File: src/verilog/cosc_cfg.svh
`ifndef COSC_CFG_SVH
`define COSC_CFG_SVH

// register offsets
`define COSC_ADDR_CLKOUT     8'h03
`define COSC_ADDR_CHAN       8'h08
`define COSC_ADDR_OSC        8'h12
`define COSC_ADDR_CFCAL      8'h1a
`define COSC_ADDR_DCCAL      8'h1b
`define COSC_ADDR_STATUS     8'h20
`define COSC_ADDR_CTRL       8'h21

// reset values
`define COSC_RST_CLKOUT      8'h19
`define COSC_RST_CHAN        8'h2b
`define COSC_RST_OSC         8'hf0
`define COSC_RST_CFCAL       8'h57
`define COSC_RST_DCCAL       8'h20

// field positions
`define COSC_DRV_HI          5
`define COSC_DRV_LO          4
`define COSC_SHA_BIT         3
`define COSC_RATE_HI         2
`define COSC_RATE_LO         0
`define COSC_MODE_HI         7
`define COSC_MODE_LO         4
`define COSC_TRIM_HI         3
`define COSC_TRIM_LO         0
`define COSC_CHAN_HI         4
`define COSC_CHAN_LO         0
`define COSC_START_BIT       7

// oscillator modes and channel limits
`define COSC_MODE_OFF        4'h0
`define COSC_MODE_EXT        4'h4
`define COSC_MODE_XTAL       4'hf
`define COSC_CHAN_MIN        5'h0b
`define COSC_CHAN_MAX        5'h1a
`define COSC_FREQ_BASE       12'h965
`define COSC_FREQ_STEP       12'h005

// calibration timing at 10 MHz
`define COSC_CLK_MHZ         10
`define COSC_CF_CAL_US       80
`define COSC_DC_CAL_US       6
`define COSC_CF_CYC          (`COSC_CF_CAL_US * `COSC_CLK_MHZ)
`define COSC_DC_CYC          (`COSC_DC_CAL_US * `COSC_CLK_MHZ)

`endif

File: src/verilog/cosc_pkg.sv
package cosc_pkg;

    typedef enum logic [1:0] {
        COSC_TRANSCEIVER_OFF_STATE,
        COSC_SYNTH_ON,
        COSC_RX_ON,
        COSC_TX_BUSY
    } cosc_trx_t;

    typedef struct packed {
        logic       wr;
        logic       rd;
        logic [7:0] addr;
        logic [7:0] wdata;
    } cosc_bus_t;

    typedef struct packed {
        logic       lock_evt;
        logic       unlock_evt;
        logic       cf_busy;
        logic       dc_busy;
    } cosc_cal_t;

endpackage : cosc_pkg

File: src/verilog/cosc_ctrl.sv
// Operation
// - drive field picks clock pin current 2, 4, 6 or 8 mA.
// - update timing 0 applies new rate immediately.
// - update timing 1 (the bit already stored, not the one written) defers new rate until leaving sleep.
// - rate 0 stops clock, pin held low.
// - rates 1..5 give 1..16 MHz from 16 MHz; 6, 7 reserved; rate 5 gives 8 MHz here, the same as rate 4.
// - oscillator mode 0x0 disables oscillator, no internal clock.
// - mode 0x4 uses external reference on crystal pin a.
// - mode 0xf enables internal crystal oscillator.
// - trim selects load capacitance in 0.3 pF steps, zero disconnects.
// - synthesizer on in synthesizer-on, receive and transmit states.
// - channel 11..26 tunes to 2405 + 5*(k-11) MHz.
// - synthesizer turn-on starts both calibrations automatically.
// - new channel value while running starts center-frequency calibration.
// - center-frequency calibration ends within 80 us with lock event.
// - delay-cell calibration completes after 6 us, no lock event.
// - unlock event on unexpected lock loss, lock event on lock.
// - lock event clears pending unlock, and vice versa.
// - lock on off-to-on, channel change, manual center calibration.
// - transmit-busy back to synthesizer-on may raise lock event.
// - manual start bits clear right after their write.
// - reset keeps running rate while rate field reads 1.
`timescale 1ns/100ps
`default_nettype none
`include "cosc_cfg.svh"

module cosc_ctrl (
    input  wire logic              clk_sys,
    input  wire logic              rst_n,
    input  wire logic [7:0]        reg_addr,
    input  wire logic [7:0]        reg_wdata,
    input  wire logic              reg_wr,
    input  wire logic              reg_rd,
    output logic [7:0]             reg_rdata,
    input  wire logic              ref_clk_en,
    input  wire cosc_pkg::cosc_trx_t trx_state,
    input  wire logic              sleep_exit,
    input  wire logic              pll_lock_lost,
    output logic                   master_clock_out,
    output logic [1:0]             clock_out_drive_strength,
    output logic                   osc_enable,
    output logic                   osc_external,
    output logic                   ref_clock_gate,
    output logic [3:0]             oscillator_trim,
    output logic                   synth_enable,
    output logic [11:0]            synth_freq_mhz,
    output logic                   cf_cal_active,
    output logic                   dc_cal_active,
    output logic                   pll_lock_irq,
    output logic                   pll_unlock_irq
);

    // ------------------------------------------------------------
    // register bus decode
    // ------------------------------------------------------------
    cosc_pkg::cosc_bus_t bus;
    assign bus = '{wr: reg_wr, rd: reg_rd, addr: reg_addr, wdata: reg_wdata};

    wire wr_clkout = bus.wr && (bus.addr == `COSC_ADDR_CLKOUT);
    wire wr_chan   = bus.wr && (bus.addr == `COSC_ADDR_CHAN);
    wire wr_osc    = bus.wr && (bus.addr == `COSC_ADDR_OSC);
    wire wr_cfcal  = bus.wr && (bus.addr == `COSC_ADDR_CFCAL);
    wire wr_dccal  = bus.wr && (bus.addr == `COSC_ADDR_DCCAL);
    wire wr_ctrl   = bus.wr && (bus.addr == `COSC_ADDR_CTRL);

    logic [7:0] clkout_ff;
    logic [7:0] chan_ff;
    logic [7:0] osc_ff;
    logic [6:0] cfcal_ff;
    logic [6:0] dccal_ff;
    // power-up value only: reset leaves the live rate running
    logic [2:0] rate_live_ff = 3'h1;
    logic [2:0] rate_pend_ff;
    logic [2:0] rate_act_ff;
    logic       out_ff;
    logic [3:0] div_ff;
    logic [9:0] cf_cnt_ff;
    logic [9:0] dc_cnt_ff;
    logic       lock_ff;
    logic       unlock_ff;
    logic       synth_on_d_ff;
    cosc_pkg::cosc_trx_t trx_d_ff;

    // ------------------------------------------------------------
    // clock output rate selection
    // ------------------------------------------------------------
    wire [2:0] wr_rate   = bus.wdata[`COSC_RATE_HI:`COSC_RATE_LO];
    wire       sha_sel   = clkout_ff[`COSC_SHA_BIT];
    // reserved codes keep the previous rate rather than a random divider
    wire       rate_ok   = (wr_rate <= 3'h5);
    wire [2:0] nxt_rate_live =
        (wr_clkout && rate_ok && !sha_sel) ? wr_rate :
        (sleep_exit)                       ? rate_pend_ff :
                                             rate_live_ff;
    wire [2:0] nxt_rate_pend = (wr_clkout && rate_ok) ? wr_rate : rate_pend_ff;

    // divider half period in ref ticks: rate n gives 1 << (n-1) MHz, rate 5 stays at 8 MHz
    wire [3:0] half_lim =
        (rate_act_ff == 3'h1) ? 4'h7 :
        (rate_act_ff == 3'h2) ? 4'h3 :
        (rate_act_ff == 3'h3) ? 4'h1 : 4'h0;
    wire       div_wrap  = (div_ff >= half_lim);
    // new rate only at a low-phase boundary so no runt pulse escapes
    wire       boundary  = ref_clk_en && div_wrap && out_ff;

    always_ff @(posedge clk_sys or negedge rst_n) begin
        if (!rst_n) begin
            clkout_ff    <= `COSC_RST_CLKOUT;
            rate_pend_ff <= 3'h1;
        end else begin
            if (wr_clkout) begin
                clkout_ff <= bus.wdata;
            end
            rate_pend_ff <= nxt_rate_pend;
        end
    end

    // live rate survives reset: output keeps running at the old rate
    always_ff @(posedge clk_sys) begin
        rate_live_ff <= nxt_rate_live;
    end

    always_ff @(posedge clk_sys or negedge rst_n) begin
        if (!rst_n) begin
            rate_act_ff <= 3'h0;
            div_ff      <= 4'h0;
            out_ff      <= 1'b0;
        end else begin
            if (rate_act_ff == 3'h0 || rate_act_ff > 3'h5) begin
                out_ff      <= 1'b0;
                div_ff      <= 4'h0;
                rate_act_ff <= rate_live_ff;
            end else if (boundary || (ref_clk_en && div_wrap && !out_ff && rate_live_ff == 3'h0)) begin
                out_ff      <= 1'b0;
                div_ff      <= 4'h0;
                rate_act_ff <= rate_live_ff;
            end else if (ref_clk_en) begin
                div_ff <= div_wrap ? 4'h0 : div_ff + 4'h1;
                if (div_wrap) begin
                    out_ff <= ~out_ff;
                end
            end
        end
    end

    assign master_clock_out         = out_ff;
    assign clock_out_drive_strength = clkout_ff[`COSC_DRV_HI:`COSC_DRV_LO];

    // ------------------------------------------------------------
    // oscillator control
    // ------------------------------------------------------------
    always_ff @(posedge clk_sys or negedge rst_n) begin
        if (!rst_n) begin
            osc_ff <= `COSC_RST_OSC;
        end else if (wr_osc) begin
            osc_ff <= bus.wdata;
        end
    end

    wire [3:0] osc_mode = osc_ff[`COSC_MODE_HI:`COSC_MODE_LO];
    assign osc_enable      = (osc_mode == `COSC_MODE_XTAL);
    assign osc_external    = (osc_mode == `COSC_MODE_EXT);
    assign ref_clock_gate  = osc_enable || osc_external;
    assign oscillator_trim = osc_ff[`COSC_TRIM_HI:`COSC_TRIM_LO];

    // ------------------------------------------------------------
    // synthesizer channel and state
    // ------------------------------------------------------------
    wire [4:0] chan_k    = chan_ff[`COSC_CHAN_HI:`COSC_CHAN_LO];
    wire [4:0] wr_k      = bus.wdata[`COSC_CHAN_HI:`COSC_CHAN_LO];
    wire       k_ok      = (wr_k >= `COSC_CHAN_MIN) && (wr_k <= `COSC_CHAN_MAX);
    wire       synth_on  = (trx_state != cosc_pkg::COSC_TRANSCEIVER_OFF_STATE);
    wire       turn_on   = synth_on && !synth_on_d_ff;
    wire       chan_new  = wr_chan && k_ok && (wr_k != chan_k);
    wire       chan_cal  = chan_new && synth_on;
    wire       man_cf    = wr_cfcal && bus.wdata[`COSC_START_BIT];
    wire       man_dc    = wr_dccal && bus.wdata[`COSC_START_BIT];
    wire       tx_back   = (trx_d_ff == cosc_pkg::COSC_TX_BUSY) &&
                           (trx_state == cosc_pkg::COSC_SYNTH_ON);
    wire [11:0] k_off    = {7'h00, chan_k} - {7'h00, `COSC_CHAN_MIN};

    always_ff @(posedge clk_sys or negedge rst_n) begin
        if (!rst_n) begin
            chan_ff       <= `COSC_RST_CHAN;
            synth_on_d_ff <= 1'b0;
            trx_d_ff      <= cosc_pkg::COSC_TRANSCEIVER_OFF_STATE;
            cfcal_ff      <= 7'(`COSC_RST_CFCAL);
            dccal_ff      <= 7'(`COSC_RST_DCCAL);
        end else begin
            if (wr_chan) begin
                chan_ff <= {bus.wdata[7:5], k_ok ? wr_k : chan_k};
            end
            if (wr_cfcal) begin
                cfcal_ff <= bus.wdata[6:0];
            end
            if (wr_dccal) begin
                dccal_ff <= bus.wdata[6:0];
            end
            synth_on_d_ff <= synth_on;
            trx_d_ff      <= trx_state;
        end
    end

    assign synth_enable   = synth_on;
    assign synth_freq_mhz = `COSC_FREQ_BASE + `COSC_FREQ_STEP * k_off;

    // ------------------------------------------------------------
    // calibration sequencing
    // ------------------------------------------------------------
    wire cf_start = synth_on && (turn_on || chan_cal || man_cf);
    wire dc_start = synth_on && (turn_on || man_dc);
    wire cf_done  = (cf_cnt_ff == 10'h001);
    wire dc_done  = (dc_cnt_ff == 10'h001);

    always_ff @(posedge clk_sys or negedge rst_n) begin
        if (!rst_n) begin
            cf_cnt_ff <= 10'h000;
            dc_cnt_ff <= 10'h000;
        end else begin
            if (!synth_on) begin
                cf_cnt_ff <= 10'h000;
            end else if (cf_start) begin
                cf_cnt_ff <= 10'(`COSC_CF_CYC);
            end else if (cf_cnt_ff != 10'h000) begin
                cf_cnt_ff <= cf_cnt_ff - 10'h001;
            end
            if (!synth_on) begin
                dc_cnt_ff <= 10'h000;
            end else if (dc_start) begin
                dc_cnt_ff <= 10'(`COSC_DC_CYC);
            end else if (dc_cnt_ff != 10'h000) begin
                dc_cnt_ff <= dc_cnt_ff - 10'h001;
            end
        end
    end

    assign cf_cal_active = (cf_cnt_ff != 10'h000);
    assign dc_cal_active = (dc_cnt_ff != 10'h000);

    // ------------------------------------------------------------
    // lock and unlock events
    // ------------------------------------------------------------
    cosc_pkg::cosc_cal_t cal;
    assign cal.lock_evt   = synth_on && ((cf_done && !cf_start) || tx_back);
    assign cal.unlock_evt = synth_on && pll_lock_lost && !cal.lock_evt;
    assign cal.cf_busy    = cf_cal_active;
    assign cal.dc_busy    = dc_cal_active;

    // clear via control register; a same-cycle event wins over the clear
    wire clr_lock   = wr_ctrl && bus.wdata[0];
    wire clr_unlock = wr_ctrl && bus.wdata[1];

    always_ff @(posedge clk_sys or negedge rst_n) begin
        if (!rst_n) begin
            lock_ff   <= 1'b0;
            unlock_ff <= 1'b0;
        end else begin
            if (cal.lock_evt) begin
                lock_ff   <= 1'b1;
                unlock_ff <= 1'b0;
            end else if (cal.unlock_evt) begin
                unlock_ff <= 1'b1;
                lock_ff   <= 1'b0;
            end else begin
                if (clr_lock) lock_ff <= 1'b0;
                if (clr_unlock) unlock_ff <= 1'b0;
            end
        end
    end

    assign pll_lock_irq   = lock_ff;
    assign pll_unlock_irq = unlock_ff;

    // ------------------------------------------------------------
    // read data, one cycle after the strobe
    // ------------------------------------------------------------
    wire [7:0] rd_mux =
        (bus.addr == `COSC_ADDR_CLKOUT) ? clkout_ff :
        (bus.addr == `COSC_ADDR_CHAN)   ? chan_ff :
        (bus.addr == `COSC_ADDR_OSC)    ? osc_ff :
        (bus.addr == `COSC_ADDR_CFCAL)  ? {1'b0, cfcal_ff} :
        (bus.addr == `COSC_ADDR_DCCAL)  ? {1'b0, dccal_ff} :
        (bus.addr == `COSC_ADDR_STATUS) ? {2'h0, cal.cf_busy, cal.dc_busy,
                                           1'b0, rate_act_ff[0], unlock_ff, lock_ff} :
                                          8'h00;

    always_ff @(posedge clk_sys or negedge rst_n) begin
        if (!rst_n) begin
            reg_rdata <= 8'h00;
        end else begin
            reg_rdata <= bus.rd ? rd_mux : 8'h00;
        end
    end

endmodule : cosc_ctrl
`default_nettype wire

File: config.mk
export PLATFORM = sky130hd
export DESIGN_NAME = cosc_ctrl
export DESIGN_NICKNAME = d
export VERILOG_FILES = /design/src/verilog/cosc_pkg.sv /design/src/verilog/cosc_ctrl.sv
export VERILOG_INCLUDE_DIRS = /design/src /design/src/verilog
export SDC_FILE = /design/constraint.sdc
export NUM_CORES = 1
export LEC_CHECK = 0
export BUFFER_PORTS_ARGS = -buffer_cell sky130_fd_sc_hd__buf_2
export CORE_MARGIN = 8
export CORE_UTILIZATION = 43
export DETAILED_ROUTE_END_ITERATION = 6
export PLACE_DENSITY = 0.64
export SLEW_MARGIN = 20
export SYNTH_ARGS = -nofsm -noshare
export SYNTH_HDL_FRONTEND = slang
export SYNTH_SLANG_ARGS = --single-unit
File: constraint.sdc
create_clock -name clk_sys -period 3.4 [get_ports clk_sys]
set_input_delay 0 -clock clk_sys [delete_from_list [all_inputs] [get_ports clk_sys]]
set_output_delay 0 -clock clk_sys [all_outputs]
set_load 0.02 [all_outputs]
Word level (Yosys, flattened, before mapping)
Cells that the tools add are included.
{"block": "totals", "reg_bits": 85, "output_inout_bits": 35}
{"block": "classes", "n_addsub": 5, "n_eq_ne": 18, "mul": 1, "n_bitwise": 1, "reduce_logical": 53, "mux": 34, "n_lt_le_gt_ge": 5}
{"op": "$mux W10", "n": 6}
{"op": "$mux W8", "n": 4}
{"op": "$logic_and A1 B1 Y1", "n": 28}
{"op": "$eq A8 B5 Y1 const B", "n": 3}
{"op": "$reduce_bool A10 Y1", "n": 2}
{"op": "$sub A10 B1 Y10 const B", "n": 2}
{"op": "$eq A8 B6 Y1 const B", "n": 2}
{"op": "$mux W4", "n": 4}
{"op": "$mux W3", "n": 5}
{"op": "$mux W7", "n": 2}
{"op": "$add A12 B12 Y12 const A", "n": 1}
{"op": "$reduce_bool A3 Y1", "n": 4}
{"op": "$mux W1", "n": 11}
{"op": "$eq A10 B1 Y1 const B", "n": 1}
{"op": "$mul A4 B6 Y10 const A", "n": 1}
{"op": "$eq A8 B2 Y1 const B", "n": 1}
{"op": "$eq A8 B4 Y1 const B", "n": 1}
{"op": "$logic_or A1 B1 Y1", "n": 7}
{"op": "$eq A3 B2 Y1 const B", "n": 2}
{"op": "$logic_not A3 Y1", "n": 2}
{"op": "$mux W6", "n": 1}
{"op": "$ne A3 B2 Y1 const B", "n": 2}
{"op": "$reduce_bool A2 Y1", "n": 3}
{"op": "$sub A5 B4 Y6 const B", "n": 1}
{"op": "other kinds (16)", "n": 21}

Depth between registers and ports, before layout
{"block": "logic_depth", "ltp_word": 16, "ltp_mapped": 12, "mapped_depth_nobuf": 11}

Worst setup path before layout
Ideal clock, no wire load.
{"block": "synth_timing", "path_type": "register to output", "startpoint": "register chan_ff[0]", "endpoint": "output synth_freq_mhz[8]", "path_stages_with_launch": 13, "arrival_time_ns": 3.211, "slack_ns": 0.189, "required_time_ns": 3.400, "path_cell_list": "dfstp_2 > clkbuf_1 > inv_1 > ha_1 > inv_1 > ha_1 > ha_1 > fa_1 > xor2_1 > nand2b_1 > o21bai_1 > a41oi_1 > xor2_1"}
{"block": "synth_between", "elab_chain_len": 3}
{"item": "start: declaration", "line": "cosc_ctrl.sv:67", "rtl": "logic [7:0] chan_ff;"}
{"item": "start signal: assignment", "line": "cosc_ctrl.sv:184", "rtl": "chan_ff <= `COSC_RST_CHAN;"}
{"item": "start signal: assignment", "line": "cosc_ctrl.sv:191", "rtl": "chan_ff <= {bus.wdata[7:5], k_ok ? wr_k : chan_k};"}
{"item": "$sub A5 B4 Y6", "line": "cosc_ctrl.sv:180", "rtl": "wire [11:0] k_off = {7'h00, chan_k} - {7'h00, `COSC_CHAN_MIN};"}
{"item": "$mul A4 B6 Y10 (no line)"}
{"item": "$add A12 B12 Y12 (no line)"}
{"item": "end: declaration", "line": "cosc_ctrl.sv:46", "rtl": "output logic [11:0] synth_freq_mhz,"}
Every way passes these cells.

Worst setup path in the final report
{"block": "layout_timing", "startpoint": "register chan_ff[1]", "endpoint": "output synth_freq_mhz[8]"}
The elaborated chain is that of the path after synthesis.

==> impl_metrics.ini <==
[outcome]
outcome = complete, no violations

[sta]
finalCriticalPeriod_ns = 3.29
finalMaxSlewViolations = 0
fin_tns_setup_ns = 0
finalHoldViolCount = 0
slew_headroom_pct = 48.9
setup_ws_ns = 0.115
setup_violations = 0
fin_crit_sh_pct = 96.6
worst_pin_slew_ns = 0.767
fmax_mhz = 304
finClkSkew_ns = 0.0123

[floorplan]
ios = 60
rows = 39
dieArea_um2 = 15000
die_h_um = 123
core_um2 = 11300
die_w_um = 123
initial_core_util_pct = 43.4

[synth]
syn_nets = 528
yosys-top-cells-area = dfrtp_1 (33%), dfstp_2 (9.7%), mux2_2 (9.0%)
yosys_warnings = 0
ys_ff_latch = 85
synthArstFlopShare_pct = 96.5
synth_ff_type = dfrtp_1
yosysUniqueCellTypes = 57
syn_inst = 485
yosysTopAreaCell = dfrtp_1
synth_area_per_cell_um2 = 10.1
ys_seq_area_share_pct = 44.2
netlist_area_um2 = 4890
yosysTopAreaCellShare_pct = 32.7
synth_edf_count = 3

[drt]
first_pass_iters = 7
drt-vias-per-instance = 5.52
wirelength_um = 11500
drtIter0Drc = 233
wire_per_inst_um = 16.6
drc = 0
antenna_left = 0
vias = 3816

[critical_path]
critical-path-top-delay-family = adder cells
worstReg2RegEnd = reg_rdata[4]
r2r_start = dc_cnt_ff[0]
cp-end-kind = primary output
crit_path_start_kind = register
critPathBufInv = 1
r2r_cells = 7
worstPathRequired_ns = 3.40
setup.worst_path.class = reg2out
path_cells = a21o_1 > xor2_2 > ha_4 > ha_4 > fa_2 > o211ai_1 > nand2b_4 > o21bai_2 > a41oi_2 > xor2_1 > buf_4
r2r_setup_slack_ns = 0.86
cpMaxStageDelayCell = fa_2
crit_path_max_incr_delay_ns = 0.62
cp_data_arrival_time_ns = 3.29
crit_path_max_fanout = 6
cpMostUsedCell = ha_4

[global_routing]
grt_max_degree = 83
grt_pass1_vias = 3899
grt_overflow = 0
antenna_found_initial = 0
grt_pass1_wl_um = 18800
grt_usage_pct = 15.7

[power]
combPwrFrac_pct = 31.0
power.density_nw_per_um2 = 591
switching_share_pct = 34.3
ir_drop_mv = 0.457
switching_power_mw = 1.18
leakage_nw = 2.60
clockPowerShare_pct = 30.1
finalPower_mw = 3.43
seq_power_share_pct = 39.0
p_int_mw = 2.25

[hold_path]
holdPathEnd = reg_rdata[5]
hold_class = in2reg
min_from = reg_addr[5]
worst_hold_path.num_cells = 4

[final_layout]
area_growth_pct = 18.6
drive_gt1_share_pct = 30.1
n_fill_cell = 1026
n_antenna_cell = 0
final_nets = 586

[job]
maxCapViolCount = 0

[clocking]
clockBufferDepth = 2
cts_tree = done
cts_root_buf = clkbuf_16
clk_pin_slew_ns = 0.07
cts_buffers = 9
cts_sinks = 85
ctsHtreeMaxLevel = 3
clock_latency_ns = 0.35

[placement]
dpl_worst_slack_ns = 0.212
dp_hpwl_um = 8220
io_buffers = 59
place_congestion = 0.847
## metal layers
metal / vias to the layer above / track usage [%] / part of all wire (%)
met4: 0 / 6.02 / 1.9
met1: 1866 / 18.7 / 41
met3: 19 / 3.82 / 5.8
met5: - / 0 / 0
met2: 76 / 26.8 / 51
li1: 1855 / - / -
## layout by cell type (no fill, tap or decap), types with 10 or more instances in the layout
cell type,netlist,layout
nor2_1,41,41
mux2_2,39,39
a21oi_1,28,23
dfrtp_1,64,64
ha_1,17,12
nand3_1,14,14
nand2_1,33,32
buf_2,6,57
nand2b_1,11,10
dfstp_2,18,18
inv_1,15,15
o21ai_0,22,20
xor2_1,15,13
xnor2_1,13,12
nor3_1,11,11
## worst max-delay path by stage
stage                     startpoint                 to  slack (ns)  cells past startpoint
after floorplan           chan_ff[0]  synth_freq_mhz[8]        0.19                     12
after global placement    chan_ff[0]  synth_freq_mhz[8]        0.29                     11
after detailed placement  chan_ff[0]  synth_freq_mhz[8]        0.21                     11
after CTS                 chan_ff[0]  synth_freq_mhz[8]        0.04                     12
after global routing      chan_ff[1]  synth_freq_mhz[8]       -0.01                     11
final                     chan_ff[1]  synth_freq_mhz[8]        0.11                     11
## layout make-up
type                            instances  area (um^2)  share of cell area (%)
Multi-Input combinational cell        358         2660                    45.8
Sequential cell                        85         2160                    37.3
Timing Repair Buffer                   74          437                    7.52
Clock buffer                            9          225                    3.88
Tap cell                              143          179                    3.08
Clock inverter                          7         86.3                    1.49
Inverter                               15         56.3                   0.970
## power groups by stage
stage	logic (mW)	registers (mW)	clock network, mW
after floorplan	0.811	1.30	0
after global placement	0.995	1.35	0
after detailed placement	1.02	1.35	0
after CTS	1.05	1.34	1.05
after global routing	1.20	1.36	1.09
final	1.06	1.34	1.03
## cell families after synthesis
| group | share of synthesized area (%) |
|---|---|
| multiplexers | 10.8 |
| adder cells (fa/ha/maj) | 4.76 |
| flip-flops | 44.2 |
| AND/OR/NAND/NOR | 17.9 |
| buffers and inverters | 3.94 |
| XOR/XNOR | 5.01 |
| AO/OA/AOI/OAI | 13.3 |
## worst register-to-register path: stages (launching register included)
cell and delay [ns]:
dfrtp_1 0.41, inv_1 0.08, ha_1 0.18, or3b_1 0.44, or4_1 0.65, nor2b_1 0.22
o221a_1 0.22, o221a_1 0.23
## registers in the layout (all words and copies together) (netlist names)
| name | cells |
|---|---|
| div_ff | 4 |
| rate_pend_ff | 3 |
| pll_lock_irq | 1 |
| cf_cnt_ff | 10 |
| dc_cnt_ff | 10 |
| clkout_ff | 8 |
| reg_rdata | 8 |
| rate_live_ff | 3 |
| synth_on_d_ff | 1 |
| trx_d_ff | 2 |
| pll_unlock_irq | 1 |
| cfcal_ff | 7 |
| dccal_ff | 7 |
| chan_ff | 8 |
| rate_act_ff | 3 |
| osc_ff | 8 |
| master_clock_out | 1 |
## through the flow
step	hold slack, ns	cells	util [%]	area [um^2]
global route	0.0198	691	51.5	5800
finish	0.0117	691	51.5	5800
CTS	0.00596	689	50.5	5690
floorplan	-0.296	485	-	4890
global placement	0.133	664	46.7	5260
detailed placement	0.143	664	46.7	5260
## cells in the mapped netlist (all sizes together), types with 13 or more instances
master	count
dfrtp	64
nor2	41
mux2	39
nand2	33
a21oi	28
o21ai	22
dfstp	18
ha	17
inv	15
xor2	15
clkbuf	14
nand3	14
buf	13
xnor2	13
## what timing repair did
action                                  4_1_cts  5_1_grt
pin swaps                                     0        7
buffers inserted                              1        2
endpoints found under the hold margin        81        0
resized for setup                             6       19
endpoints found under the setup margin        4        4
hold buffers                                  8        0
(Power assumes the default switching activity.)
